## src/reset_strap_pkg.sv

```systemverilog
// shared constants and types for the reset and pin strap control block
package reset_strap_pkg;

    // ------------------------------------------------------------
    // general I/O indices (bit position within the drive vectors)
    // ------------------------------------------------------------
    localparam int GIO_COUNT = 6;            // general I/O 3..8
    localparam int GIO3_IDX  = 0;
    localparam int GIO4_IDX  = 1;
    localparam int GIO5_IDX  = 2;
    localparam int GIO6_IDX  = 3;
    localparam int GIO7_IDX  = 4;
    localparam int GIO8_IDX  = 5;

    // ------------------------------------------------------------
    // power-on pin states
    // ------------------------------------------------------------
    // 3,4 inputs; 5,6,7 push-pull low; 8 open-drain released
    localparam logic [5:0] GIO_POR_OE  = 6'h1C;
    localparam logic [5:0] GIO_POR_OUT = 6'h00;

    // ------------------------------------------------------------
    // address strap decode
    // ------------------------------------------------------------
    localparam int STRAP_W = 2;              // quantised strap level code
    localparam int ADDR_W  = 7;              // two-wire bus address width
    // address per strap code; plain defaults, board dependent
    localparam logic [6:0] ADDR_TABLE [4] = '{7'h38, 7'h39, 7'h3A, 7'h3B};
    // strap codes at or above this make the part the firmware master
    localparam logic [1:0] MASTER_MIN_CODE = 2'h2;

    // ------------------------------------------------------------
    // reset values and synchroniser depth
    // ------------------------------------------------------------
    localparam int   SYNC_STAGES       = 2;
    localparam logic PP_DISABLE_RESET  = 1'b1;  // safe until strap sampled

    // ------------------------------------------------------------
    // types
    // ------------------------------------------------------------
    typedef enum logic [1:0] {HPD_OFF, HPD_TX, HPD_RX, HPD_TXRX} hpd_mode_type;

    typedef enum {ST_BOOT, ST_RUN, ST_HARD, ST_RELOAD} seq_state_type;

    // one bank of driven pins: output level and output enable
    typedef struct packed {
        logic [GIO_COUNT-1:0] out;
        logic [GIO_COUNT-1:0] oe;
    } gio_drive_type;

    // boot strap results
    typedef struct packed {
        logic              pp_disable;   // high-voltage path held off
        logic              fw_master;    // master for shared firmware
        logic [ADDR_W-1:0] addr;         // address of both two-wire ports
    } strap_result_type;

endpackage

```

## src/reset_strap_ctrl.sv

```systemverilog
// reset output, hard reset reload, interrupt pin, straps and general I/O states
`timescale 1ns/100ps
module reset_strap_ctrl
(
    // clock and reset
    input  wire logic                          i_clk,
    input  wire logic                          i_sys_rst,
    // supply and reset inputs
    input  wire logic                          i_switched_3v3_rail,
    input  wire logic                          i_manual_reset_in,
    input  wire logic                          i_manual_reset_active_low,
    input  wire logic                          i_hard_reset_in,
    // interrupt request from the core
    input  wire logic                          i_irq_request,
    // straps, already converted to levels
    input  wire logic                          i_bus_power_strap,
    input  wire logic [reset_strap_pkg::STRAP_W-1:0] i_address_strap,
    // hot-plug-detect configuration
    input  wire logic                          i_dp_mode_supported,
    input  wire reset_strap_pkg::hpd_mode_type i_hpd4_mode,
    input  wire logic                          i_hpd5_rx_enable,
    input  wire logic                          i_hpd_tx_level,
    // general I/O 3..8 pin side
    input  wire logic [reset_strap_pkg::GIO_COUNT-1:0] i_gio_in,
    output reset_strap_pkg::gio_drive_type     o_gio_drive,
    // reset and interrupt pins
    output logic                               o_system_reset_out_n,
    output logic                               o_host_interrupt_n_out,
    output logic                               o_host_interrupt_n_oe,
    // boot results and hot-plug-detect receive
    output reset_strap_pkg::strap_result_type  o_strap,
    output logic                               o_flash_reload,
    output logic                               o_hpd4_rx,
    output logic                               o_hpd5_rx
);
    import reset_strap_pkg::*;

    // ------------------------------------------------------------
    // declarations
    // ------------------------------------------------------------
    logic [SYNC_STAGES-1:0] man_sync_reg;     // manual reset synchroniser
    logic [SYNC_STAGES-1:0] hard_sync_reg;    // hard reset synchroniser
    logic                   manual_active;    // selected level present
    logic                   hard_active;      // hard reset present
    seq_state_type          state_reg;        // boot sequence state
    seq_state_type          state_next;
    logic                   rst_out_n_reg;    // reset pin level
    logic                   irq_oe_reg;       // interrupt pull-down
    strap_result_type       strap_reg;        // captured straps
    logic                   reload_reg;       // flash reload pulse
    gio_drive_type          gio_reg;          // general I/O drive
    logic                   hpd4_rx_reg;      // received hpd on I/O 4
    logic                   hpd5_rx_reg;      // received hpd on I/O 5

    // ------------------------------------------------------------
    // input synchronisers
    // ------------------------------------------------------------
    // first stage feeds only the second stage
    // two-stage synchronise
    always_ff @(posedge i_clk)
    begin
        if (i_sys_rst)
        begin
            man_sync_reg  <= '0;
            hard_sync_reg <= '0;
        end
        else
        begin
            man_sync_reg  <= {man_sync_reg[SYNC_STAGES-2:0], i_manual_reset_in};
            hard_sync_reg <= {hard_sync_reg[SYNC_STAGES-2:0], i_hard_reset_in};
        end
    end

    assign manual_active = man_sync_reg[SYNC_STAGES-1] ^ i_manual_reset_active_low;
    assign hard_active   = hard_sync_reg[SYNC_STAGES-1];

    // ------------------------------------------------------------
    // boot sequence
    // ------------------------------------------------------------
    // next state; hard reset overrides any state
    always_comb
    begin
        state_next = state_reg;
        unique case (state_reg)
            ST_BOOT:   state_next = ST_RUN;     // straps sampled here
            ST_RUN:    state_next = ST_RUN;
            ST_HARD:   if (!hard_active) state_next = ST_RELOAD;
            ST_RELOAD: state_next = ST_BOOT;    // then resample straps
        endcase
        if (hard_active)
            state_next = ST_HARD;
    end

    // state register
    always_ff @(posedge i_clk)
    begin
        if (i_sys_rst)
            state_reg <= ST_BOOT;
        else
            state_reg <= state_next;
    end

    always_ff @(posedge i_clk)
    begin
        if (i_sys_rst)
            reload_reg <= 1'b0;
        else
            reload_reg <= (state_reg == ST_HARD) && !hard_active;
    end

    // ------------------------------------------------------------
    // system reset output
    // ------------------------------------------------------------
    // low at reset; low for rail, manual level or sequence not running
    // reset drive
    always_ff @(posedge i_clk)
    begin
        if (i_sys_rst)
            rst_out_n_reg <= 1'b0;
        else
            rst_out_n_reg <= i_switched_3v3_rail && !manual_active
                             && (state_reg == ST_RUN);
    end

    // ------------------------------------------------------------
    // host interrupt, open drain
    // ------------------------------------------------------------
    // pull low only
    always_ff @(posedge i_clk)
    begin
        if (i_sys_rst)
            irq_oe_reg <= 1'b0;
        else
            irq_oe_reg <= i_irq_request;
    end

    // ------------------------------------------------------------
    // strap capture
    // ------------------------------------------------------------
    // captured in the boot state, after reset release
    // sample straps
    always_ff @(posedge i_clk)
    begin
        if (i_sys_rst)
        begin
            strap_reg.pp_disable <= PP_DISABLE_RESET;
            strap_reg.fw_master  <= 1'b0;
            strap_reg.addr       <= ADDR_TABLE[0];
        end
        else if (state_reg == ST_BOOT)
        begin
            strap_reg.pp_disable <= i_bus_power_strap;
            strap_reg.fw_master  <= (i_address_strap >= MASTER_MIN_CODE);
            strap_reg.addr       <= ADDR_TABLE[i_address_strap];
        end
    end

    // ------------------------------------------------------------
    // general I/O drive and hot-plug-detect
    // ------------------------------------------------------------
    // power-on states, overlaid by hpd roles when enabled
    always_ff @(posedge i_clk)
    begin
        // power-on states, also the idle base
        gio_reg.oe  <= GIO_POR_OE;
        gio_reg.out <= GIO_POR_OUT;
        // hpd pin roles, held off in reset
        if (!i_sys_rst && i_dp_mode_supported)
        begin
            unique case (i_hpd4_mode)
                // input only, line left to the board
                HPD_OFF, HPD_RX: gio_reg.oe[GIO4_IDX] <= 1'b0;
                HPD_TX:
                begin
                    gio_reg.oe[GIO4_IDX]  <= 1'b1;
                    gio_reg.out[GIO4_IDX] <= i_hpd_tx_level;
                end
                // shared line: pull low only
                HPD_TXRX: gio_reg.oe[GIO4_IDX] <= !i_hpd_tx_level;
            endcase
            if (i_hpd5_rx_enable)
                gio_reg.oe[GIO5_IDX] <= 1'b0;
        end
    end

    // hpd receive levels, zero when role not selected
    always_ff @(posedge i_clk)
    begin
        if (i_sys_rst)
        begin
            hpd4_rx_reg <= 1'b0;
            hpd5_rx_reg <= 1'b0;
        end
        else
        begin
            hpd4_rx_reg <= i_dp_mode_supported && i_gio_in[GIO4_IDX]
                           && (i_hpd4_mode == HPD_RX || i_hpd4_mode == HPD_TXRX);
            hpd5_rx_reg <= i_dp_mode_supported && i_hpd5_rx_enable
                           && i_gio_in[GIO5_IDX];
        end
    end

    // ------------------------------------------------------------
    // outputs
    // ------------------------------------------------------------
    assign o_system_reset_out_n  = rst_out_n_reg;
    assign o_host_interrupt_n_out = 1'b0;
    assign o_host_interrupt_n_oe = irq_oe_reg;
    assign o_strap               = strap_reg;
    assign o_flash_reload        = reload_reg;
    assign o_gio_drive           = gio_reg;
    assign o_hpd4_rx             = hpd4_rx_reg;
    assign o_hpd5_rx             = hpd5_rx_reg;

    // ------------------------------------------------------------
    // assertions
    // ------------------------------------------------------------
    // boot captures are only looked for once reset was sampled low
    property p_rail_low;
        @(posedge i_clk) disable iff (i_sys_rst)
        !i_switched_3v3_rail |=> !o_system_reset_out_n;
    endproperty
    a_rail_low: assert property (p_rail_low) else $error("reset out high, rail low");
    property p_startup_low;
        @(posedge i_clk)
        i_sys_rst |=> !o_system_reset_out_n ##1 !o_system_reset_out_n;
    endproperty
    a_startup_low: assert property (p_startup_low) else $error("reset out high early");
    property p_manual_high;
        @(posedge i_clk) disable iff (i_sys_rst)
        (!i_manual_reset_active_low && i_manual_reset_in)[*3]
        |=> !o_system_reset_out_n;
    endproperty
    a_manual_high: assert property (p_manual_high) else $error("manual high no reset");
    property p_manual_low;
        @(posedge i_clk) disable iff (i_sys_rst)
        (i_manual_reset_active_low && !i_manual_reset_in)[*3]
        |=> !o_system_reset_out_n;
    endproperty
    a_manual_low: assert property (p_manual_low) else $error("manual low no reset");
    property p_hard_reload;
        @(posedge i_clk) disable iff (i_sys_rst)
        $fell(hard_active) && state_reg == ST_HARD |=> o_flash_reload ##1 !o_flash_reload;
    endproperty
    a_hard_reload: assert property (p_hard_reload) else $error("no reload pulse");
    property p_irq_drive;
        @(posedge i_clk) disable iff (i_sys_rst)
        1'b1 |=> (o_host_interrupt_n_oe == $past(i_irq_request)) && !o_host_interrupt_n_out;
    endproperty
    a_irq_drive: assert property (p_irq_drive) else $error("interrupt pin wrong");
    property p_bus_strap;
        @(posedge i_clk) disable iff (i_sys_rst)
        !i_sys_rst && state_reg == ST_BOOT |=> o_strap.pp_disable == $past(i_bus_power_strap);
    endproperty
    a_bus_strap: assert property (p_bus_strap) else $error("bus strap not taken");
    property p_por_pins;
        @(posedge i_clk)
        i_sys_rst |=> o_gio_drive.oe == GIO_POR_OE && o_gio_drive.out == GIO_POR_OUT;
    endproperty
    a_por_pins: assert property (p_por_pins) else $error("power-on pins wrong");
    property p_hpd5_rx;
        @(posedge i_clk) disable iff (i_sys_rst)
        i_dp_mode_supported && i_hpd5_rx_enable |=> !o_gio_drive.oe[GIO5_IDX];
    endproperty
    a_hpd5_rx: assert property (p_hpd5_rx) else $error("hpd receive pin driven");
    property p_addr_strap;
        @(posedge i_clk) disable iff (i_sys_rst)
        !i_sys_rst && state_reg == ST_BOOT
        |=> o_strap.addr == ADDR_TABLE[$past(i_address_strap)];
    endproperty
    a_addr_strap: assert property (p_addr_strap) else $error("strap address wrong");
    property p_manual_hold;
        @(posedge i_clk) disable iff (i_sys_rst)
        manual_active |=> !o_system_reset_out_n;
    endproperty
    a_manual_hold: assert property (p_manual_hold) else $error("reset out released");

endmodule

```

## config.mk

```make
export PLATFORM = sky130hd
export DESIGN_NAME = reset_strap_ctrl
export DESIGN_NICKNAME = d
export VERILOG_FILES = /design/src/reset_strap_pkg.sv /design/src/reset_strap_ctrl.sv
export SDC_FILE = /design/constraint.sdc
export NUM_CORES = 1
export LEC_CHECK = 0
export BUFFER_PORTS_ARGS = -buffer_cell sky130_fd_sc_hd__buf_2
export CORE_MARGIN = 4
export CORE_UTILIZATION = 28
export CTS_CLUSTER_DIAMETER = 40
export DETAILED_ROUTE_END_ITERATION = 12
export HOLD_SLACK_MARGIN = 0.12
export PLACE_DENSITY = 0.65
export SLEW_MARGIN = 30
export SYNTH_ARGS = -nofsm -noshare
export SYNTH_HDL_FRONTEND = slang
export SYNTH_SLANG_ARGS = --single-unit
```

## constraint.sdc

```tcl
create_clock -name i_clk -period 2 [get_ports i_clk]
set_input_delay 0.3 -clock i_clk [delete_from_list [all_inputs] [get_ports i_clk]]
set_output_delay 0.3 -clock i_clk [all_outputs]
set_load 0.01 [all_outputs]
```

==> reports/metrics.json <==
{
  "cts_buffer_depth": {"value": 2},
  "hp-class": {"value": "in2reg"},
  "io_pins": {"value": 48},
  "finalHoldViolCount": {"value": 0},
  "grt_start_max_net_pins": {"value": 17},
  "routed-via-count": {"value": 505},
  "ctsRootBufferMaster": {"value": "clkbuf_4"},
  "dr.first_iter.drc_count": {"value": 6},
  "viasPerCell": {"value": 4.11},
  "syn-cell-area": {"value": 691, "unit": "µm²"},
  "fmax": {"value": 0.947, "unit": "GHz"},
  "filler_cell_count": {"value": 243},
  "number_of_violations_of_the_max_capacitance_limit": {"value": 0},
  "globalplace.congestion": {"value": 0.647},
  "fin_ws": {"value": 944, "unit": "ps"},
  "antenna_cells": {"value": 0},
  "r2r_end": {"value": "o_strap[1]"},
  "cts_repair_resize_count": {"value": 0},
  "detailed_place.area": {"value": 782, "unit": "µm²"},
  "largest_reg_flops": {"value": 4},
  "fin_crit": {"value": 1060, "unit": "ps"},
  "antenna_violations_before_repair": {"value": 0},
  "slew_viol_final": {"value": 0},
  "startpoint_of_the_most_critical_register_to_register_path": {"value": "state_reg[1]"},
  "p_leak": {"value": 0.398, "unit": "nW"},
  "cts_setup_buffers": {"value": 0},
  "drt_first_pass_iters": {"value": 4},
  "timing.final.setup_violations": {"value": 0},
  "hold_buffers": {"value": 0},
  "critPathTopFamily": {"value": "flip-flops"},
  "std_cell_rows": {"value": 17},
  "multi_input_gate_area_in_the_final_layout": {"value": 239, "unit": "µm²"},
  "h-tree-depth": {"value": 1},
  "grt_pass1_vias": {"value": 448},
  "min_path_cells": {"value": 2},
  "final.setup.tns": {"value": 0, "unit": "ps"},
  "cp_slowest_cell": {"value": "dfxtp_1"},
  "drcViolationCount": {"value": 0},
  "status": {"value": "finished clean"},
  "hold_end": {"value": "o_gio_drive[7]"},
  "post_synth_num_cell_types": {"value": 23},
  "grt_remaining_overflow": {"value": 0},
  "cp_num_buf_inv": {"value": 1},
  "p_switching": {"value": 150, "unit": "µW"},
  "routed_wire_length_per_instance": {"value": 10.2, "unit": "µm"},
  "grt_usage": {"value": 7.33, "unit": "%"},
  "clock-skew-final": {"value": 3.89, "unit": "ps"},
  "die_height": {"value": 57.7, "unit": "µm"},
  "hold_wc_startpoint": {"value": "i_hpd4_mode[1]"},
  "p_per_area": {"value": 779, "unit": "mW/mm²"},
  "cp.arrival": {"value": 760, "unit": "ps"},
  "core_area": {"value": 0.00228, "unit": "mm²"},
  "worst_slack_at_placement": {"value": 986, "unit": "ps"},
  "maximum_vdd_drop": {"value": 0.000249, "unit": "V"},
  "timing.critical_path.to_type": {"value": "output port"},
  "power_frac_comb": {"value": 11.3, "unit": "%"},
  "critPathLaunchType": {"value": "register"},
  "syn_avg_cell_area": {"value": 10.0, "unit": "µm²"},
  "floorplan.initialDensity": {"value": 30.3, "unit": "%"},
  "design_area": {"value": 805, "unit": "µm²"},
  "die_w": {"value": 57.7, "unit": "µm"},
  "regArea": {"value": 360, "unit": "µm²"},
  "cp.required": {"value": 1700, "unit": "ps"},
  "first_pass_grt_wire_length": {"value": 1890, "unit": "µm"},
  "cells_after_synthesis": {"value": 69},
  "area_of_the_die": {"value": 0.00333, "unit": "mm²"},
  "tritoncts": {"value": "built"},
  "flop_and_latch_count_out_of_synthesis": {"value": 18},
  "numCtsBuffers": {"value": 3},
  "power.share.clock": {"value": 27.1, "unit": "%"},
  "sequential_fraction_of_the_synthesis_area": {"value": 52.2, "unit": "%"},
  "worst-setup-path-type": {"value": "reg2out"},
  "worst-r2r-cell-count": {"value": 2},
  "post_route_clock_period_utilization": {"value": 52.8, "unit": "%"},
  "design.final.nets": {"value": 118},
  "yosysWarnings": {"value": 0},
  "critical_path_s_largest_stage_delay": {"value": 350, "unit": "ps"},
  "final_antenna_net_count": {"value": 0},
  "cts_num_sinks": {"value": 18},
  "path_cells": {"value": "buf_2"},
  "worstSkewPairLatency": {"value": 280, "unit": "ps"},
  "timing.critical_path.fanout_max": {"value": 2},
  "io_buffers": {"value": 28},
  "p_int": {"value": 477, "unit": "µW"},
  "power.switching_fraction": {"value": 23.9, "unit": "%"},
  "clk_transition_reported_paths": {"value": 100, "unit": "ps"},
  "final_layout_size_suffix_gt1_share": {"value": 32.6, "unit": "%"},
  "area_added_between_synthesis_and_finish": {"value": 16.5, "unit": "%"},
  "r2r_setup_slack": {"value": 960, "unit": "ps"},
  "power_frac_seq": {"value": 61.6, "unit": "%"},
  "wirelength": {"value": 1260, "unit": "µm"},
  "grt_setup_unrepaired": {"value": "false"}
}
[power groups by stage]
stage / combinational, mW / clock (mW) / sequential (mW)
floorplan: 0.0625 / 0 / 0.394
global placement: 0.0692 / 0 / 0.393
detailed placement: 0.0713 / 0 / 0.394
CTS: 0.0715 / 0.181 / 0.386
global route: 0.0790 / 0.197 / 0.388
finish: 0.0710 / 0.170 / 0.386
[cells in the final DEF (no fill, tap or decap)]
cell type,count
nor4_1,1
nand2_1,1
nand2b_1,1
o21a_1,1
conb_1,15
nor2b_1,5
nor3b_1,1
or3b_1,2
inv_1,2
nor3_1,1
nand3b_1,2
a211oi_1,1
a21oi_1,5
nor2_1,2
and4b_1,1
a211o_1,1
buf_2,28
o21ai_0,3
dfxtp_1,18
xor2_1,1
clkbuf_4,3
[worst max path at each step]
stage,to,depth (start not counted),slack (ps),from
after floorplan,o_strap[1],3,1030,state_reg[1]
after global placement,o_strap[1],2,1030,state_reg[1]
after detailed placement,o_strap[1],2,990,state_reg[1]
after CTS,o_strap[8],1,930,o_strap[8]
after global routing,o_strap[8],1,890,o_strap[8]
final,o_strap[8],1,940,o_strap[8]
[cell usage after synthesis]
library cell / n / area share [%]
conb_1: 2 / 1.1
buf_6: 1 / 1.6
nor2_1: 2 / 1.1
a21oi_1: 5 / 3.6
a211o_1: 1 / 1.3
buf_4: 15 / 16
nand2_1: 1 / 0.54
nor2b_1: 5 / 4.5
dfxtp_1: 18 / 52
nand2b_1: 1 / 0.91
clkbuf_1: 1 / 0.54
buf_2: 1 / 0.72
xor2_1: 1 / 1.3
nor3_1: 1 / 0.72
o21a_1: 1 / 1.1
and4b_1: 1 / 1.4
or3b_1: 2 / 2.5
a211oi_1: 1 / 1.1
o21ai_0: 3 / 2.2
nand3b_1: 2 / 2.2
nor3b_1: 1 / 1.1
nor4_1: 1 / 0.91
inv_1: 2 / 1.1
[kinds of logic (layout without fill, tap and decap cells)]
| family | count (synthesis) | after routing | share of synthesized area, % |
|---|---|---|---|
| AOI/OAI and AO/OA | 11 | 11 | 9.24 |
| xor gates and xnor gates | 1 | 1 | 1.27 |
| buffers and inverters | 20 | 33 | 20.3 |
| DFF | 18 | 18 | 52.2 |
| other | 2 | 15 | 1.09 |
| and+or+nand+nor | 17 | 17 | 15.9 |
[layout make-up]
| cell class | count | area share, % |
|---|---|---|
| inverters | 2 | 0.933 |
| flip-flops and latches | 18 | 44.8 |
| repair buffers | 28 | 17.4 |
| clock buffers | 3 | 2.80 |
| well taps | 28 | 4.35 |
| multi-input cells | 44 | 29.7 |
[routing by layer]
metal / track usage [%] / routed length [µm] / vias to the layer above
met4: 3.97 / 0 / 0
met1: 8.72 / 493 / 227
li1: - / - / 249
met5: 0 / 0 / -
met2: 11.5 / 606 / 29
met3: 2.67 / 154 / 0
[through the flow]
step	cells	power (mW)	util (%)	hold slack (ps)
after floorplan	82	0.457	-	372
after global routing	123	0.664	35.3	176
after detailed placement	120	0.466	34.4	421
after CTS	123	0.638	35.3	180
after global placement	120	0.462	34.4	424
final	123	0.627	35.3	193
Power figures use the tool's default switching activity.
